--- src/rtl/qsf_pkg.sv ---
// Package for the quad serial flash control block.
// Assumes a single 25 MHz clock that serves as both bus and base clock.
package qsf_pkg;
	localparam int CLK_NS = 40;
	localparam int SETTLE_NS = 1000;
	localparam int SETTLE_CYC = (SETTLE_NS + CLK_NS - 1) / CLK_NS;
	localparam int CNT_W = 16;
	localparam int DIV_W = 11;
	localparam int THR_W = 8;
	localparam int BYTE_W = 8;
	localparam int QDEPTH = 8;
	// Register indices
	localparam logic [1:0] IDX_XCTL = 2'h0;
	localparam logic [1:0] IDX_CKCTL = 2'h1;
	localparam logic [1:0] IDX_THR = 2'h2;
	// transfer_control fields
	localparam int CTL_CNT_LSB = 0;
	localparam int CTL_MODE_LSB = 16;
	localparam int CTL_LANE_LSB = 18;
	localparam int CTL_TSEL_LSB = 20;
	localparam int CTL_REL_BIT = 22;
	localparam int CTL_CHK_BIT = 24;
	// serial_clock_control fields
	localparam int CK_EN_BIT = 0;
	localparam int CK_STB_BIT = 1;
	localparam int CK_DIV_LSB = 8;
	// command_threshold fields
	localparam int THR_RX_LSB = 0;
	localparam int THR_TX_LSB = 8;
	// Reset values
	localparam logic [CNT_W-1:0] CNT_RST = 16'h0000;
	localparam logic [DIV_W-1:0] DIV_RST = 11'h000;
	localparam logic [THR_W-1:0] THR_RST = 8'h00;
	// Encodings
	localparam logic [1:0] IMODE_IDLE = 2'h0;
	localparam logic [1:0] IMODE_TX = 2'h1;
	localparam logic [1:0] IMODE_RX = 2'h2;
	localparam logic [1:0] LANE_1 = 2'h0;
	localparam logic [1:0] LANE_2 = 2'h1;
	localparam logic [1:0] LANE_4 = 2'h2;
	localparam logic [1:0] TSEL_DEV0 = 2'h0;
	localparam logic [1:0] TSEL_DEV1 = 2'h1;
	localparam logic [1:0] CS_NONE = 2'h3;
	localparam logic [BYTE_W-1:0] STAT_CMD = 8'h05;
	localparam int STAT_BUSY_BIT = 0;
	localparam logic [3:0] BYTE_BITS = 4'h8;
	typedef enum logic [3:0] {
		ST_IDLE = 4'h1,
		ST_XFER = 4'h2,
		ST_POLL_CMD = 4'h4,
		ST_POLL_DATA = 4'h8
	} eng_state_t;
endpackage

--- src/rtl/quad_serial_flash_control.sv ---
// Quad serial flash control: registers, clock divider, byte engine, queues.
// Assumes the flash sits on SQD pins; TX/RX streams come from same-clock logic.

// Shift-down queue; head word and both handshakes come from flip-flops.
module byte_queue #(
	parameter int WIDTH = 8,
	parameter int DEPTH = 8,
	parameter int LW = $clog2(DEPTH + 1)
) (
	input wire logic clk_in, // Clock
	input wire logic rst_in, // Async reset, high
	input wire logic [WIDTH-1:0] in_data_in, // Word to store
	input wire logic in_valid_in, // Word offered
	output logic in_ready_out, // Room for a word
	output logic [WIDTH-1:0] out_data_out, // Head word
	output logic out_valid_out, // Head word present
	input wire logic out_ready_in, // Head word taken
	output logic [LW-1:0] level_out // Words held
);
	logic [WIDTH-1:0] mem_r [DEPTH];
	logic [LW-1:0] cnt_r, cnt_nxt, wr_idx;
	logic push, pop;

	always_comb begin
		push = in_valid_in && in_ready_out;
		pop = out_valid_out && out_ready_in;
		wr_idx = pop ? cnt_r - 1'b1 : cnt_r;
		cnt_nxt = cnt_r + LW'(push) - LW'(pop);
	end

	always_ff @(posedge clk_in or posedge rst_in) begin
		if (rst_in) begin
			cnt_r <= '0;
			in_ready_out <= 1'b1;
			out_valid_out <= 1'b0;
		end else begin
			cnt_r <= cnt_nxt;
			in_ready_out <= cnt_nxt != LW'(DEPTH);
			out_valid_out <= cnt_nxt != '0;
		end
	end

	always_ff @(posedge clk_in or posedge rst_in) begin
		if (rst_in) begin
			for (int i = 0; i < DEPTH; i++) begin
				mem_r[i] <= '0;
			end
		end else begin
			for (int i = 0; i < DEPTH; i++) begin
				if (push && wr_idx == LW'(i)) begin
					mem_r[i] <= in_data_in;
				end else if (pop && i < DEPTH - 1) begin
					mem_r[i] <= mem_r[i + 1];
				end
			end
		end
	end

	assign out_data_out = mem_r[0];
	assign level_out = cnt_r;
endmodule // byte_queue

// Notes on behaviour
// - Status-check bit set makes the engine poll flash status after a released frame.
// - Release-policy 1 drops chip select after the count; 0 keeps it asserted.
// - Target select 00 drives device 0, 01 device 1; 10 and 11 reserved.
// - Lane width 00 single, 01 dual, 10 quad; 11 reserved, never used.
// - Transmit mode starts commands from data written into the transmit queue.
// - Receive mode starts commands when reads free space in the receive queue.
// - Idle initiation mode starts nothing; code 11 is reserved.
// - Sixteen-bit byte count gives the bytes to move, direction from the mode.
// - One-hot divider picks a power-of-two ratio from 2 to 2048.
// - Divider value zero gives the fastest serial clock.
// - Stable flag rises once the enabled serial clock has settled, else reads 0.
// - Clearing clock enable stops the serial clock; registers stay accessible.
// - Transmit starts once the transmit queue holds the transmit threshold.
// - Receive starts while the receive queue holds fewer than the receive threshold and never starts without room.
module quad_serial_flash_control
	import qsf_pkg::*;
#(
	parameter int DEPTH = QDEPTH,
	parameter int SETTLE = SETTLE_CYC
) (
	input wire logic CLOCK_IN, // Bus and base clock
	input wire logic RST_IN, // Async reset, high
	input wire logic REG_WR_IN, // Register write strobe
	input wire logic REG_RD_IN, // Register read strobe
	input wire logic [1:0] REG_ADDR_IN, // Register index
	input wire logic [31:0] REG_WDATA_IN, // Write data
	output logic [31:0] REG_RDATA_OUT, // Read data
	input wire logic [7:0] TX_DATA_IN, // Transmit byte
	input wire logic TX_VALID_IN, // Transmit byte offered
	output logic TX_READY_OUT, // Transmit queue has room
	output logic [7:0] RX_DATA_OUT, // Received byte
	output logic RX_VALID_OUT, // Received byte present
	input wire logic RX_READY_IN, // Received byte taken
	output logic SCK_OUT, // Serial clock
	output logic CS0_N_OUT, // Device 0 select, low
	output logic CS1_N_OUT, // Device 1 select, low
	input wire logic [3:0] SQD_IN, // Data lanes in
	output logic [3:0] SQD_OUT, // Data lanes out
	output logic [3:0] SQD_OE_OUT, // Data lane drive enables
	output logic BUSY_OUT // Engine active
);
	localparam int LW = $clog2(DEPTH + 1);
	localparam int SW = $clog2(SETTLE + 1);

	logic [CNT_W-1:0] byte_count_r;
	logic [1:0] init_mode_r, lane_width_r, target_sel_r;
	logic cs_release_r, status_check_r;
	logic [DIV_W-1:0] div_r, hp_cnt_r, hp_w;
	logic clk_en_r, clk_stable_r, tick_w;
	logic [SW-1:0] stab_cnt_r;
	logic [THR_W-1:0] tx_thr_r, rx_thr_r;
	logic [3:0] sqd_meta_r, sqd_sync_r, step_w;
	eng_state_t st_r;
	logic sck_r, dev_r, dir_rx_r;
	logic [1:0] cs_n_r, lanes_r;
	logic [BYTE_W-1:0] sh_r, sh_nxt, shifted_w, tx_q_data;
	logic [3:0] bit_cnt_r, sqd_o_r, sqd_oe_r;
	logic [CNT_W-1:0] bytes_left_r;
	logic [31:0] rdata_r;
	logic busy_r, cs_act_w, at_gap_w, rising_w, falling_w, legal_w, start_w;
	logic tx_go_w, rx_go_w, xfer_load_w, poll_load_w, end_w;
	logic tx_q_valid, tx_pop_w, rx_push_w, rx_in_ready;
	logic [LW-1:0] tx_level, rx_level;

	// Half period in base clocks of the highest set divider bit
	function automatic logic [DIV_W-1:0] half_cycles(input logic [DIV_W-1:0] d);
		half_cycles = DIV_W'(1);
		for (int i = 0; i < DIV_W; i++) begin
			if (d[i]) begin
				half_cycles = DIV_W'(1) << i;
			end
		end
	endfunction

	function automatic logic [3:0] lane_step(input logic [1:0] l);
		case (l)
			LANE_2: lane_step = 4'h2;
			LANE_4: lane_step = 4'h4;
			default: lane_step = 4'h1;
		endcase
	endfunction

	function automatic logic [3:0] lane_bits(input logic [1:0] l, input logic [7:0] s);
		case (l)
			LANE_2: lane_bits = {2'h0, s[7:6]};
			LANE_4: lane_bits = s[7:4];
			default: lane_bits = {3'h0, s[7]};
		endcase
	endfunction

	always_ff @(posedge CLOCK_IN or posedge RST_IN) begin
		if (RST_IN) begin
			byte_count_r <= CNT_RST;
			init_mode_r <= IMODE_IDLE;
			lane_width_r <= LANE_1;
			target_sel_r <= TSEL_DEV0;
			cs_release_r <= 1'b0;
			status_check_r <= 1'b0;
			div_r <= DIV_RST;
			clk_en_r <= 1'b0;
			tx_thr_r <= THR_RST;
			rx_thr_r <= THR_RST;
		end else if (REG_WR_IN) begin
			case (REG_ADDR_IN)
				IDX_XCTL: begin
					byte_count_r <= REG_WDATA_IN[CTL_CNT_LSB +: CNT_W];
					init_mode_r <= REG_WDATA_IN[CTL_MODE_LSB +: 2];
					lane_width_r <= REG_WDATA_IN[CTL_LANE_LSB +: 2];
					target_sel_r <= REG_WDATA_IN[CTL_TSEL_LSB +: 2];
					cs_release_r <= REG_WDATA_IN[CTL_REL_BIT];
					status_check_r <= REG_WDATA_IN[CTL_CHK_BIT];
				end
				IDX_CKCTL: begin
					div_r <= REG_WDATA_IN[CK_DIV_LSB +: DIV_W];
					clk_en_r <= REG_WDATA_IN[CK_EN_BIT];
				end
				IDX_THR: begin
					tx_thr_r <= REG_WDATA_IN[THR_TX_LSB +: THR_W];
					rx_thr_r <= REG_WDATA_IN[THR_RX_LSB +: THR_W];
				end
				default: begin
				end
			endcase
		end
	end

	always_ff @(posedge CLOCK_IN or posedge RST_IN) begin
		if (RST_IN) begin
			rdata_r <= 32'h0000_0000;
		end else if (REG_RD_IN) begin
			case (REG_ADDR_IN)
				IDX_XCTL: rdata_r <= {7'h00, status_check_r, 1'b0, cs_release_r,
					target_sel_r, lane_width_r, init_mode_r, byte_count_r};
				IDX_CKCTL: rdata_r <= {13'h0000, div_r, 6'h00, clk_stable_r, clk_en_r};
				IDX_THR: rdata_r <= {16'h0000, tx_thr_r, rx_thr_r};
				default: rdata_r <= 32'h0000_0000;
			endcase
		end
	end

	always_ff @(posedge CLOCK_IN or posedge RST_IN) begin
		if (RST_IN) begin
			sqd_meta_r <= 4'h0;
			sqd_sync_r <= 4'h0;
		end else begin
			sqd_meta_r <= SQD_IN;
			sqd_sync_r <= sqd_meta_r;
		end
	end

	always_ff @(posedge CLOCK_IN or posedge RST_IN) begin
		if (RST_IN) begin
			stab_cnt_r <= '0;
			clk_stable_r <= 1'b0;
		end else if (!clk_en_r) begin
			stab_cnt_r <= '0;
			clk_stable_r <= 1'b0;
		end else if (stab_cnt_r == SW'(SETTLE)) begin
			clk_stable_r <= 1'b1;
		end else begin
			stab_cnt_r <= stab_cnt_r + 1'b1;
		end
	end

	// power-of-two half period
	// Phase held in idle so the first rise sees synced lane input
	always_ff @(posedge CLOCK_IN or posedge RST_IN) begin
		if (RST_IN) begin
			hp_cnt_r <= '0;
		end else if (!clk_stable_r || tick_w || st_r == ST_IDLE) begin
			hp_cnt_r <= '0;
		end else begin
			hp_cnt_r <= hp_cnt_r + 1'b1;
		end
	end

	always_comb begin
		hp_w = half_cycles(div_r);
		tick_w = clk_stable_r && (hp_cnt_r >= hp_w - 1'b1);
		step_w = lane_step(lanes_r);
		cs_act_w = cs_n_r != CS_NONE;
		at_gap_w = (st_r != ST_IDLE) && !sck_r && (bit_cnt_r == 4'h0);
		rising_w = (st_r != ST_IDLE) && tick_w && !sck_r && (bit_cnt_r != 4'h0);
		falling_w = tick_w && sck_r;
		case (lanes_r)
			LANE_2: shifted_w = {sh_r[5:0], sqd_sync_r[1:0]};
			LANE_4: shifted_w = {sh_r[3:0], sqd_sync_r};
			default: shifted_w = {sh_r[6:0], sqd_sync_r[1]};
		endcase
		// byte loads and end of count
		xfer_load_w = (st_r == ST_XFER) && at_gap_w && (bytes_left_r != '0) &&
			(dir_rx_r ? rx_in_ready : tx_q_valid);
		poll_load_w = (st_r == ST_POLL_CMD || st_r == ST_POLL_DATA) && at_gap_w &&
			(bytes_left_r != '0) && cs_act_w;
		end_w = (st_r == ST_XFER) && at_gap_w && (bytes_left_r == '0);
		tx_pop_w = xfer_load_w && !dir_rx_r;
		rx_push_w = (st_r == ST_XFER) && dir_rx_r && rising_w && (bit_cnt_r == step_w);
		legal_w = (target_sel_r == TSEL_DEV0 || target_sel_r == TSEL_DEV1) &&
			(lane_width_r == LANE_1 || lane_width_r == LANE_2 || lane_width_r == LANE_4);
		tx_go_w = (init_mode_r == IMODE_TX) && (THR_W'(tx_level) >= tx_thr_r) &&
			(tx_level != '0);
		rx_go_w = (init_mode_r == IMODE_RX) && (THR_W'(rx_level) < rx_thr_r) &&
			(rx_thr_r <= THR_W'(DEPTH));
		// idle mode or zero count waits
		start_w = (st_r == ST_IDLE) && legal_w && (byte_count_r != '0) && (tx_go_w || rx_go_w);
		sh_nxt = sh_r;
		if (rising_w) begin
			sh_nxt = shifted_w;
		end else if (xfer_load_w) begin
			sh_nxt = dir_rx_r ? 8'h00 : tx_q_data;
		end else if (poll_load_w) begin
			sh_nxt = (st_r == ST_POLL_CMD) ? STAT_CMD : 8'h00;
		end
	end

	always_ff @(posedge CLOCK_IN or posedge RST_IN) begin
		if (RST_IN) begin
			st_r <= ST_IDLE;
			sck_r <= 1'b0;
			cs_n_r <= CS_NONE;
			dev_r <= 1'b0;
			dir_rx_r <= 1'b0;
			lanes_r <= LANE_1;
			bit_cnt_r <= 4'h0;
			bytes_left_r <= '0;
			sh_r <= 8'h00;
		end else begin
			sh_r <= sh_nxt;
			if (falling_w) begin
				sck_r <= 1'b0;
			end else if (rising_w) begin
				sck_r <= 1'b1;
			end
			if (rising_w) begin
				bit_cnt_r <= bit_cnt_r - step_w;
			end else if (xfer_load_w || poll_load_w) begin
				bit_cnt_r <= BYTE_BITS;
				bytes_left_r <= bytes_left_r - 1'b1;
			end
			case (st_r)
				ST_IDLE: if (start_w) begin
					st_r <= ST_XFER;
					cs_n_r <= target_sel_r[0] ? 2'h1 : 2'h2;
					dev_r <= target_sel_r[0];
					dir_rx_r <= init_mode_r == IMODE_RX;
					lanes_r <= lane_width_r;
					bytes_left_r <= byte_count_r;
				end
				ST_XFER: if (end_w) begin
					st_r <= ST_IDLE;
					if (cs_release_r) begin
						cs_n_r <= CS_NONE;
						if (status_check_r) begin
							st_r <= ST_POLL_CMD;
							bytes_left_r <= 16'h0001;
							lanes_r <= LANE_1;
							dir_rx_r <= 1'b0;
						end
					end
				end
				ST_POLL_CMD: if (!cs_act_w) begin
					cs_n_r <= dev_r ? 2'h1 : 2'h2;
				end else if (at_gap_w && bytes_left_r == '0) begin
					st_r <= ST_POLL_DATA;
					bytes_left_r <= 16'h0001;
					dir_rx_r <= 1'b1;
				end
				ST_POLL_DATA: if (at_gap_w && bytes_left_r == '0) begin
					if (sh_r[STAT_BUSY_BIT]) begin
						bytes_left_r <= 16'h0001;
					end else begin
						cs_n_r <= CS_NONE;
						st_r <= ST_IDLE;
					end
				end
				default: st_r <= ST_IDLE;
			endcase
		end
	end

	// Data changes on the falling edge or on a load, never at a rise
	always_ff @(posedge CLOCK_IN or posedge RST_IN) begin
		if (RST_IN) begin
			sqd_o_r <= 4'h0;
			sqd_oe_r <= 4'h0;
			busy_r <= 1'b0;
		end else begin
			if (falling_w || xfer_load_w || poll_load_w) begin
				sqd_o_r <= lane_bits(lanes_r, sh_nxt);
			end
			if (!cs_act_w) begin
				sqd_oe_r <= 4'h0;
			end else if (lanes_r == LANE_1) begin
				sqd_oe_r <= 4'h1;
			end else begin
				sqd_oe_r <= dir_rx_r ? 4'h0 : ((lanes_r == LANE_4) ? 4'hF : 4'h3);
			end
			busy_r <= st_r != ST_IDLE;
		end
	end

	byte_queue #(.WIDTH(BYTE_W), .DEPTH(DEPTH)) tx_q (
		.clk_in(CLOCK_IN),
		.rst_in(RST_IN),
		.in_data_in(TX_DATA_IN),
		.in_valid_in(TX_VALID_IN),
		.in_ready_out(TX_READY_OUT),
		.out_data_out(tx_q_data),
		.out_valid_out(tx_q_valid),
		.out_ready_in(tx_pop_w),
		.level_out(tx_level)
	);

	byte_queue #(.WIDTH(BYTE_W), .DEPTH(DEPTH)) rx_q (
		.clk_in(CLOCK_IN),
		.rst_in(RST_IN),
		.in_data_in(shifted_w),
		.in_valid_in(rx_push_w),
		.in_ready_out(rx_in_ready),
		.out_data_out(RX_DATA_OUT),
		.out_valid_out(RX_VALID_OUT),
		.out_ready_in(RX_READY_IN),
		.level_out(rx_level)
	);

	assign REG_RDATA_OUT = rdata_r;
	assign SCK_OUT = sck_r;
	assign CS0_N_OUT = cs_n_r[0];
	assign CS1_N_OUT = cs_n_r[1];
	assign SQD_OUT = sqd_o_r;
	assign SQD_OE_OUT = sqd_oe_r;
	assign BUSY_OUT = busy_r;
endmodule // quad_serial_flash_control

--- config.mk ---
export PLATFORM = sky130hd
export DESIGN_NAME = quad_serial_flash_control
export DESIGN_NICKNAME = d
export VERILOG_FILES = /design/src/rtl/qsf_pkg.sv /design/src/rtl/quad_serial_flash_control.sv
export SDC_FILE = /design/constraint.sdc
export NUM_CORES = 1
export LEC_CHECK = 0
export BUFFER_PORTS_ARGS = -buffer_cell sky130_fd_sc_hd__buf_2
export CAP_MARGIN = 20
export CORE_MARGIN = 2
export CORE_UTILIZATION = 55
export CTS_CLUSTER_SIZE = 30
export DETAILED_ROUTE_END_ITERATION = 8
export PLACE_DENSITY = 0.74
export REMOVE_ABC_BUFFERS = 1
export SLEW_MARGIN = 20
export SYNTH_ARGS = -nofsm -noshare
export SYNTH_HDL_FRONTEND = slang
export SYNTH_HIERARCHICAL = 1
export SYNTH_SLANG_ARGS = --single-unit
--- constraint.sdc ---
create_clock -name CLOCK_IN -period 7.3 [get_ports CLOCK_IN]
set_input_delay 0.365 -clock CLOCK_IN [delete_from_list [all_inputs] [get_ports CLOCK_IN]]
set_output_delay 0.365 -clock CLOCK_IN [all_outputs]
set_load 0.1 [all_outputs]
==> flow_summary_export.csv, run 1 <==
group,metric,value,unit
die,io_pins,106,
power_and_ir_drop,p_leak,7.804,nW
synth,synth_top_area_share,47.40,%
detailed_routing,dr.pass1.iters,5,
worst_setup_path,crit_path_end_kind,"flop",
detailed_routing,drtIter0Drc,614,
timing,hold_viol_final,11,
worst_setup_path,crit_family,"simple AND/OR/NAND/NOR gates",
synth,ys_ff_latch,288,
worst_setup_path,crit_path_top_delay_cell,"nor4_1",
timing,setup_violations,0,
die,fp.dieW,168.8,µm
run_status,violations,"hold timing",
finish,utilization,61.96,%
power_and_ir_drop,peakVddDrop,190.4,µV
finish,fill_cells,2154,
timing,period_minus_slack,6.268,ns
worst_setup_path,cp_max_fo,13,
worst_setup_path,cp-start-kind,"flop",
die,rows,60,
timing,slew_headroom,39.20,%
timing,slew_viol_final,0,
timing,fin_worst_skew,0.01756,ns
detailed_routing,post_drt_wl_per_cell,18.16,µm
detailed_routing,postRouteWirelength,30.42,mm
hold_path,hold_class,"in -> async",
synth,syn_area,14940,µm²
worst_setup_path,cp.required,7.73,ns
synth,yosys-top-cells-area,"dfrtp_1, mux2_2, ha_1",
timing,tns,0,ns
worst_setup_path,critPathArrivalTime,6.70,ns
worst_setup_path,max_stage_delay,0.71,ns
run_status,outcome,"finished with violations",
die,dieArea,28500,µm²
detailed_routing,postRouteAntennaNets,0,
finish,drive_above_1_share,37.71,%
worst_setup_path,crit_chain,"nor3_1 -> nand2_1 -> nor3_1 -> nand3b_1 -> ha_1 -> nor4b_1 -> a21oi_1 -> ha_1 -> nand4_1 -> nor2_1 -> a211oi_1 -> buf_4 -> or2_2 -> nor4_1 -> nand2_1 -> nand2_1 -> nand2_1 -> ha_1 -> fa_1 -> xnor2_1 -> nor3_1 -> nand2b_1",
finish,postLayoutCellArea,16610,µm²
timing,tightestPinTransition,0.8993,ns
power_and_ir_drop,p_per_area,328.6,nW/µm²
synth,yosysTopAreaCell,"dfrtp_1",
clock_network,clk_pin_slew,0.06,ns
worst_setup_path,crit_type,"reg -> reg",
detailed_routing,drc,0,
grt,antenna_found_initial,0,
placed_design,gp_congestion,0.8643,
clock_network,cts-root-buf,"clkbuf_16",
detailed_routing,via_per_inst,5.734,
synth,syn_area_per_cell,12.09,µm²
grt,grt_remaining_overflow,0,
clock_network,clk_latency,0.56,ns
finish,num_antenna_cells,0,
clock_network,cts_sinks,288,
synth,seq_area_frac_synth,48.28,%
timing,hold_ws,-0.02172,ns
clock_network,htreeDepth,1,
finish,nNetsFinal,1406,
clock_network,cts_tree,"done",
placed_design,placed_cell_area,15530,µm²
placed_design,portBuffers,89,
die,start_util,55.75,%
finish,syn_to_final_growth,11.15,%
die,core-area,26800,µm²
grt,grt_first_pass_wirelength,51.13,mm
clock_network,cts_buffers,31,
synth,async_flop_share,100.0,%
grt,grt_use_total,21.79,%
run,maxCapViolations,0,
synth,synth-edff-count,0,
timing,rsz0062_at_grt,"no",
die,dieHeight,168.8,µm
detailed_routing,via_count,9605,
timing,finalCritPeriodShare,85.87,%
clock_network,ctsResizeCount,0,
synth,syn_inst,1236,
synth,synthDistinctLibCells,82,
synth,ys.flop_type,"dfrtp_1",
timing,timing.fmax,159.5,MHz
clock_network,cts_buffer_depth,3,
grt,grt_max_degree,92,
worst_setup_path,worst-path-buf-inv,1,
synth,yosysWarnings,6,
grt,first_global_vias,10090,
worst_setup_path,crit_top_cell,"nand2_1",
placed_design,place_hpwl,21.14,mm
-- cell families after synthesis --
family	Yosys count	share of synthesized area [%]
other cells	1	0.02510
buf+inv	119	3.777
mux	321	24.00
simple gates	262	10.42
xor+xnor	39	2.387
compound gates	162	7.278
flops	288	48.28
fa+ha+maj	44	3.836
-- state kept, by name, indices dropped and copies added (netlist names), 8 cells and up --
signal and count:
REG_RDATA_OUT 24, byte_count_r 16, bytes_left_r 16, div_r 11, hp_cnt_r 11, rx_q/mem_r 56
rx_q/out_data_out 8, rx_thr_r 8, sh_r 8, tx_q/mem_r 56, tx_q/out_data_out 8, tx_thr_r 8
-- cell usage after synthesis (6+ instances only) --
cell type	instances
a22oi_1	10
buf_4	27
nor4_4	9
nand2_1	59
a21oi_1	50
and3_1	7
xor2_1	17
dfrtp_1	283
nand3_1	23
and2_1	8
nor3_1	13
a21o_1	8
nand2b_1	9
o21ai_0	19
xnor2_1	20
nor2_2	8
nor2b_1	6
inv_1	52
nand4_1	11
o21ai_1	15
ha_1	41
o22ai_1	9
nor4_1	8
mux2i_1	23
mux2_2	298
nor2_1	64
clkbuf_1	27
-- final timing paths --
kind	end	start	slack, ns	depth (start not counted)
setup / recovery	rx_q/out_valid_out$_DFF_PP0_	div_r[10]$_DFFE_PP0P_	1.03	22
hold / removal	sqd_meta_r[2]$_DFF_PP0_	RST_IN	-0.02	2
setup reg to reg	rx_q/out_valid_out$_DFF_PP0_	div_r[10]$_DFFE_PP0P_	1.03	22
hold reg to reg	sqd_sync_r[1]$_DFF_PP0_	sqd_meta_r[1]$_DFF_PP0_	0.35	0
max in group asynchronous	div_r[0]$_DFFE_PP0P_	RST_IN	6.03	3
min in group CLOCK_IN	target_sel_r[1]$_DFFE_PP0P_	REG_WDATA_IN[21]	0.04	2
-- metal layers --
layer	track usage, %	part of all wire (%)	up-vias
met5	0	0	-
met2	36.69	48	191
li1	-	-	4577
met3	3.741	4.6	48
met4	5.772	1.8	0
met1	29.41	46	4789
-- cells in the final DEF (no fill, tap or decap), types with 9 or more instances in the layout --
cell       instances
mux2_2           298
nand2_1           59
xor2_1            17
xnor2_1           20
mux2i_1           23
o22ai_1            9
o21ai_1           15
o21ai_0           19
ha_1              41
buf_2             89
nand3_1           23
nand4_1           11
nand2b_1           9
nor4_4             9
a22oi_1           10
dfrtp_1          283
inv_1             49
nor2_1            64
clkbuf_16         31
nor3_1            13
a21oi_1           50
-- report_power, final --
part | switching, mW | internal [mW] | total (mW) | leakage (nW)
clock | 0.634 | 0.931 | 1.57 | 0.501
combinational | 1.06 | 0.663 | 1.73 | 3.56
sequential | 0.257 | 1.91 | 2.16 | 3.74
-- metrics by stage --
| stage | hold WS, ns | setup slack, ns | power (mW) | instances |
|---|---|---|---|---|
| 2_1_floorplan | 0.3312 | 2.246 | 3.491 | 1176 |
| 6_report | -0.02172 | 1.032 | 5.456 | 1675 |
| 3_3_place_gp | 0.3354 | 1.419 | 3.815 | 1614 |
| 4_1_cts | 0.01713 | 1.142 | 5.487 | 1675 |
| 3_5_place_dp | 0.3355 | 1.167 | 3.902 | 1614 |
| 5_1_grt | 0.03313 | 0.5199 | 5.764 | 1675 |
-- area by class of cell --
| class | instances | area, µm² | share of cell area [%] |
|---|---|---|---|
| flip-flops and latches | 288 | 7213 | 43.44 |
| multi-input cells | 836 | 7192 | 43.31 |
| clock buffers | 46 | 912.1 | 5.493 |
| repair buffers | 101 | 545.5 | 3.285 |
| well taps | 341 | 426.7 | 2.569 |
| inverters | 52 | 200.2 | 1.206 |
| clock inverters | 11 | 116.4 | 0.7007 |
-- timing repair --
action,CTS,global route
buffers inserted,0,0
hold endpoints to repair,4,0
hold buffers,4,0
Note: power is estimated with default switching activity, not from simulation.
==> inputs of run 2 (changes only) <==
--- a/config.mk
+++ b/config.mk
@@ -8,10 +8,10 @@
 export BUFFER_PORTS_ARGS = -buffer_cell sky130_fd_sc_hd__buf_2
 export CAP_MARGIN = 20
 export CORE_MARGIN = 2
-export CORE_UTILIZATION = 55
+export CORE_UTILIZATION = 50
 export CTS_CLUSTER_SIZE = 30
 export DETAILED_ROUTE_END_ITERATION = 8
-export PLACE_DENSITY = 0.74
+export PLACE_DENSITY = 0.68
 export REMOVE_ABC_BUFFERS = 1
 export SLEW_MARGIN = 20
 export SYNTH_ARGS = -nofsm -noshare
==> run 2 against run 1 <==
The run now ends clean. Flip-flop and latch count unchanged. Global-route usage decreased by 1.6 points. First-iteration DRC count is 32% lower. Sequential share of layout area shrank 0.30 points. Non-clock buffer count grew 1. Highest routed layer unchanged. Sequential power barely moved. Critical path depth decreased by 1. Worst hold slack improved by 0.076 ns. Clock skew down 0.0047 ns.
==> flow_summary_export.csv, run 2 (same netlist as run 1, synthesis figures left out) <==
group,metric,value,unit
worst_setup_path,crit_path_top_delay_cell,"nor4_1",
grt,grt_max_degree,80,
detailed_routing,drc,0,
grt,antenna_found_initial,0,
worst_setup_path,cp_max_fo,13,
clock_network,clk_latency,0.55,ns
worst_setup_path,crit_top_cell,"nand2_1",
timing,rsz0062_at_grt,"no",
detailed_routing,postRouteWirelength,30.36,mm
grt,grt_use_total,20.17,%
placed_design,pre_cts_slack,1.259,ns
finish,postLayoutCellArea,16720,µm²
timing,fin_ws,1.237,ns
detailed_routing,post_drt_wl_per_cell,17.60,µm
clock_network,cts_setup_buffers,0,
worst_setup_path,crit_type,"reg -> reg",
timing,tns,0,ns
worst_setup_path,crit_path_end_kind,"flop",
clock_network,cts_buffer_depth,3,
timing,tightestPinTransition,1.086,ns
power_and_ir_drop,p_per_area,328.8,nW/µm²
grt,grt_first_pass_wirelength,51.56,mm
timing,fin_worst_skew,0.01287,ns
detailed_routing,via_per_inst,5.512,
timing,period_minus_slack,6.063,ns
power_and_ir_drop,p_leak,7.843,nW
worst_setup_path,cp-start-kind,"flop",
die,start_util,50.54,%
finish,drive_above_1_share,37.68,%
grt,first_global_vias,9764,
worst_setup_path,max_stage_delay,0.73,ns
clock_network,htreeDepth,1,
finish,final_common_cell,"mux2_2",
finish,multi_input_area,7191,µm²
worst_setup_path,crit_chain,"nor3_1 -> nand2_1 -> nor3_1 -> nand3b_1 -> ha_1 -> nor4b_1 -> a21oi_1 -> ha_1 -> nand4_1 -> nor2_1 -> a211oi_1 -> or2_2 -> nor4_1 -> nand2_1 -> nand2_1 -> nand2_1 -> ha_1 -> fa_1 -> xnor2_1 -> nor3_1 -> nand2b_1",
grt,grt_remaining_overflow,0,
worst_setup_path,critPathArrivalTime,6.49,ns
worst_setup_path,crit_family,"simple AND/OR/NAND/NOR gates",
power_and_ir_drop,peakVddDrop,254.5,µV
timing,setup_violations,0,
power_and_ir_drop,power,5.497,mW
finish,nNetsFinal,1407,
die,dieArea,31280,µm²
timing,slew_viol_final,0,
clock_network,cts-root-buf,"clkbuf_16",
detailed_routing,drtIter0Drc,417,
finish,syn_to_final_growth,11.91,%
detailed_routing,postRouteAntennaNets,0,
clock_network,cts_sinks,288,
timing,timing.fmax,164.9,MHz
die,fp.dieW,176.9,µm
clock_network,ctsResizeCount,0,
die,io_pins,106,
clock_network,cts_buffers,31,
timing,finalCritPeriodShare,83.06,%
worst_setup_path,cp.required,7.73,ns
timing,slew_headroom,27.59,%
placed_design,placed_cell_area,15600,µm²
die,dieHeight,176.9,µm
placed_design,gp_congestion,0.8577,
placed_design,portBuffers,89,
finish,final_cell_mix,"mux2_2, dfrtp_1, buf_2, nor2_1, nand2_1",
clock_network,cts_hold_buf,5,
detailed_routing,via_count,9509,
run,maxCapViolations,0,
detailed_routing,dr.pass1.iters,4,
die,rows,63,
finish,num_antenna_cells,0,
finish,fill_cells,2510,
run_status,outcome,"finished, final reports clean",
timing,hold_viol_final,0,
placed_design,place_hpwl,21.37,mm
finish,seq_area,7213,µm²
worst_setup_path,worst-path-buf-inv,0,
clock_network,clk_pin_slew,0.06,ns
clock_network,cts_tree,"done",
hold_path,hold_class,"in -> reg",
die,core-area,29560,µm²
[run 2: final timing paths]
check,start,slack [ns],cells past startpoint,to
min reg2reg,sqd_meta_r[1]$_DFF_PP0_,0.34,0,sqd_sync_r[1]$_DFF_PP0_
max reg2reg,div_r[10]$_DFFE_PP0P_,1.24,21,rx_q/out_valid_out$_DFF_PP0_
min in group asynchronous,RST_IN,0.50,3,sqd_meta_r[3]$_DFF_PP0_
max in group asynchronous,RST_IN,5.63,4,hp_cnt_r[5]$_DFF_PP0_
min,REG_WDATA_IN[21],0.05,2,target_sel_r[1]$_DFFE_PP0P_
max,div_r[10]$_DFFE_PP0P_,1.24,21,rx_q/out_valid_out$_DFF_PP0_
[run 2: area by class of cell]
type	instances	area share [%]
tap	390	2.919
clock inverter	12	0.9579
clock buffer	45	5.433
multi-input combinational	836	43.01
timing repair buffer	102	3.345
inverter	52	1.197
sequential	288	43.14
[run 2: worst register-to-register path, cell delays in order, from the launching register on]
cell and delay (ns):
dfrtp_1 0.43, nor3_1 0.36, nand2_1 0.17, nor3_1 0.37, nand3b_1 0.18, ha_1 0.30
nor4b_1 0.30, a21oi_1 0.08, ha_1 0.31, nand4_1 0.11, nor2_1 0.12, a211oi_1 0.16
or2_2 0.46, nor4_1 0.73, nand2_1 0.45, nand2_1 0.27, nand2_1 0.09, ha_1 0.22
fa_1 0.39, xnor2_1 0.16, nor3_1 0.21, nand2b_1 0.09
[run 2: metal layers]
layer	wire (µm)	track usage (%)	vias to the layer above
met5	0	0	-
met4	703	4.855	0
met3	904	2.642	46
met2	14580	33.58	143
met1	14170	28.08	4752
li1	-	-	4568
[run 2: power breakdown]
part / total (mW) / switching, mW / internal [mW]
Combinational: 1.71 / 1.05 / 0.663
Clock: 1.62 / 0.620 / 0.997
Sequential: 2.16 / 0.257 / 1.91
[run 2: stage by stage]
step | hold WS, ns | std cells | util [%]
after detailed placement | 0.3358 | 1663 | 52.76
after global placement | 0.3360 | 1663 | 52.76
after CTS | 0.02649 | 1725 | 56.55
final | 0.05404 | 1725 | 56.56
after floorplan | 0.3312 | 1176 | -
after global routing | 0.03780 | 1725 | 56.56
==> inputs of run 3 (changes only) <==
--- a/config.mk
+++ b/config.mk
@@ -5,13 +5,14 @@
 export SDC_FILE = /design/constraint.sdc
 export NUM_CORES = 1
 export LEC_CHECK = 0
+export ABC_AREA = 1
 export BUFFER_PORTS_ARGS = -buffer_cell sky130_fd_sc_hd__buf_2
 export CAP_MARGIN = 20
 export CORE_MARGIN = 2
 export CORE_UTILIZATION = 50
 export CTS_CLUSTER_SIZE = 30
 export DETAILED_ROUTE_END_ITERATION = 8
-export PLACE_DENSITY = 0.68
+export PLACE_DENSITY = 0.71
 export REMOVE_ABC_BUFFERS = 1
 export SLEW_MARGIN = 20
 export SYNTH_ARGS = -nofsm -noshare
==> constraint.sdc (replaced) <==
create_clock -name CLOCK_IN -period 5.2 [get_ports CLOCK_IN]
set_input_delay 0.26 -clock CLOCK_IN [delete_from_list [all_inputs] [get_ports CLOCK_IN]]
set_output_delay 0.26 -clock CLOCK_IN [all_outputs]
set_load 0.1 [all_outputs]
==> run 3 against run 2 <==
Largest cell class is now multi-input combinational cells. Non-clock buffer count rose by 24. Die area increased by 4.2%. Power up 47%. Area after synthesis increased by 4.3%. Sequential power increased by 45%. Flip-flop and latch count is the same. Combinational power increased by 62%. Via count grew 39%. First-iteration DRC count increased to 2.6 times the previous value. Clock skew up 0.0034 ns. Utilization is 0.28 points higher. Count of clock-buffer cells in the layout up 1.
==> flow_summary_export.csv, run 3 <==
group,metric,value,unit
run_status,outcome,"finished, final reports clean",
timing,tns,0,ns
placed_design,gp_congestion,0.8893,
synth,yosysWarnings,6,
synth,synth_top_area_share,45.43,%
synth,syn_area,15590,µm²
synth,synthDistinctLibCells,53,
worst_setup_path,rr_worst_depth,28,
clock_network,cts_tree,"done",
die,core-area,30670,µm²
finish,final_cell_mix,"nand2_1, dfrtp_1, nand3_1, inv_1, nor2_1",
hold_path,hp-start,"REG_WDATA_IN[14]",
worst_setup_path,crit_path_end_kind,"flop",
finish,syn_to_final_growth,11.83,%
clock_network,htreeDepth,1,
placed_design,place_hpwl,25.32,mm
run,maxCapViolations,0,
die,fp.dieW,180.6,µm
synth,synth-edff-count,0,
worst_setup_path,cp_max_fo,5,
timing,period_minus_slack,4.685,ns
timing,rsz0062_at_grt,"no",
power_and_ir_drop,peakVddDrop,256.0,µV
power_and_ir_drop,power,8.092,mW
worst_setup_path,max_stage_delay,0.46,ns
hold_path,whs_path_depth,3,
placed_design,portBuffers,89,
synth,ys_ff_latch,288,
synth,syn_inst,2034,
clock_network,cts_buffer_depth,3,
detailed_routing,postRouteWirelength,36.61,mm
timing,fin_ws,0.5146,ns
placed_design,pre_cts_slack,0.2728,ns
timing,slew_viol_final,0,
grt,grt_use_total,22.58,%
synth,yosysMostFrequentCell,"nand2_1",
worst_setup_path,reg2reg_to,"rx_q/out_valid_out$_DFF_PP0_",
worst_setup_path,cp.required,5.65,ns
worst_setup_path,crit_top_cell,"nand2_1",
timing,setup_violations,0,
finish,utilization,56.84,%
die,start_util,50.83,%
clock_network,cts_sinks,288,
timing,slew_headroom,30.16,%
power_and_ir_drop,p_per_area,464.2,nW/µm²
synth,async_flop_share,100.0,%
detailed_routing,via_count,13200,
timing,fin_worst_skew,0.01626,ns
grt,grt_first_pass_wirelength,62.18,mm
synth,ys.flop_type,"dfrtp_1",
grt,antenna_found_initial,1,
detailed_routing,via_per_inst,5.226,
detailed_routing,drtIter0Drc,1085,
grt,first_global_vias,12430,
synth,yosysTopAreaCell,"dfrtp_1",
worst_setup_path,crit_type,"reg -> reg",
die,rows,64,
synth,ys_top_cells_by_count,"nand2_1, dfrtp_1, nand3_1",
finish,num_antenna_cells,0,
grt,grt_remaining_overflow,0,
hold_path,hold_class,"in -> reg",
die,dieArea,32610,µm²
synth,yosys-top-cells-area,"dfrtp_1, nand2_1, nand3_1",
synth,syn_area_per_cell,7.664,µm²
timing,finalCritPeriodShare,90.10,%
worst_setup_path,r2r_start,"div_r[8]$_DFFE_PP0P_",
synth,seq_area_frac_synth,46.27,%
worst_setup_path,cp-start-kind,"flop",
detailed_routing,drc,0,
worst_setup_path,critPathArrivalTime,5.13,ns
timing,tightestPinTransition,1.045,ns
detailed_routing,dr.pass1.iters,5,
die,dieHeight,180.6,µm
detailed_routing,post_drt_wl_per_cell,14.49,µm
hold_path,hold_end,"div_r[6]$_DFFE_PP0P_",
grt,grt_max_degree,86,
clock_network,cts_buffers,31,
worst_setup_path,r2r_setup_slack,0.51,ns
finish,drive_above_1_share,11.69,%
timing,hold_viol_final,0,
timing,hold_ws,0.03813,ns
clock_network,clk_pin_slew,0.06,ns
power_and_ir_drop,p_leak,9.121,nW
finish,nNetsFinal,2203,
die,io_pins,106,
timing,timing.fmax,213.4,MHz
worst_setup_path,crit_path_top_delay_cell,"fa_1",
finish,final_common_cell,"nand2_1",
finish,fill_cells,2889,
detailed_routing,postRouteAntennaNets,0,
clock_network,clk_latency,0.57,ns
clock_network,cts-root-buf,"clkbuf_16",
-- run 3: through the flow --
stage	std cells	instance area, µm²
after floorplan	1948	15120
after global placement	2445	16160
after detailed placement	2445	16160
after CTS	2526	17420
after global routing	2526	17430
final	2526	17430
-- run 3: cell type report --
cell class              instances  area [µm²]  share of cell area [%]
repair buffers                126       785.8                   4.507
clock inverters                10       103.9                  0.5957
inverters                     176       668.1                   3.833
well taps                     396       495.5                   2.842
multi-input cells            1484        7264                   41.67
flip-flops and latches        288        7213                   41.38
clock buffers                  46       902.1                   5.175
-- run 3: timing repair --
action | 4_1_cts | 5_1_grt
gates resized for setup | 0 | 3
setup endpoints to repair | 0 | 26
hold buffers | 25 | 0
endpoints found under the hold margin | 120 | 0
setup buffers | 0 | 0
-- run 3: logic make-up (layout without fill, tap and decap cells) --
logic type / Yosys count / in the layout / synth area share [%]
adder cells (fa/ha/maj): 44 / 44 / 3.676
other: 1 / 8 / 0.02406
multiplexers: 12 / 12 / 0.8668
buffers and inverters: 269 / 358 / 7.400
AO/OA/AOI/OAI: 178 / 178 / 6.518
XOR/XNOR: 35 / 35 / 1.966
AND/OR/NAND/NOR: 1207 / 1207 / 33.28
flip-flops: 288 / 288 / 46.27
-- run 3: worst max-delay path by stage --
| stage | start | endpoint | slack (ns) | depth (start not counted) |
|---|---|---|---|---|
| global route | div_r[8]$_DFFE_PP0P_ | rx_q/out_valid_out$_DFF_PP0_ | 0.09 | 28 |
| floorplan | div_r[8]$_DFFE_PP0P_ | rx_q/out_valid_out$_DFF_PP0_ | 0.83 | 28 |
| finish | div_r[8]$_DFFE_PP0P_ | rx_q/out_valid_out$_DFF_PP0_ | 0.51 | 28 |
| global placement | div_r[8]$_DFFE_PP0P_ | rx_q/out_valid_out$_DFF_PP0_ | 0.44 | 28 |
| detailed placement | div_r[8]$_DFFE_PP0P_ | rx_q/out_valid_out$_DFF_PP0_ | 0.27 | 28 |
| CTS | div_r[8]$_DFFE_PP0P_ | rx_q/out_valid_out$_DFF_PP0_ | 0.27 | 28 |
-- run 3: worst max-delay path: cells and delay by family, from the launching register on --
family / cells / cell delay, ns
DFF: 1 / 0.40
AOI/OAI and AO/OA: 2 / 0.29
buffers and inverters: 3 / 0.32
xor gates and xnor gates: 1 / 0.14
adders and majority gates: 4 / 1.16
and+or+nand+nor: 18 / 2.27
-- run 3: power breakdown --
| part | internal [mW] | switching, mW | leakage (nW) |
|---|---|---|---|
| clock | 1.29 | 0.898 | 0.502 |
| combinational | 0.847 | 1.93 | 4.97 |
| sequential | 2.76 | 0.374 | 3.65 |
| total | 4.89 | 3.20 | 9.12 |
-- run 3: routing by layer --
layer	vias to the layer above	track usage, %	wire length, µm
li1	6625	-	-
met1	6178	32.01	16730
met2	345	37.60	17490
met3	52	2.708	1755
met4	0	4.452	633
met5	-	0	0
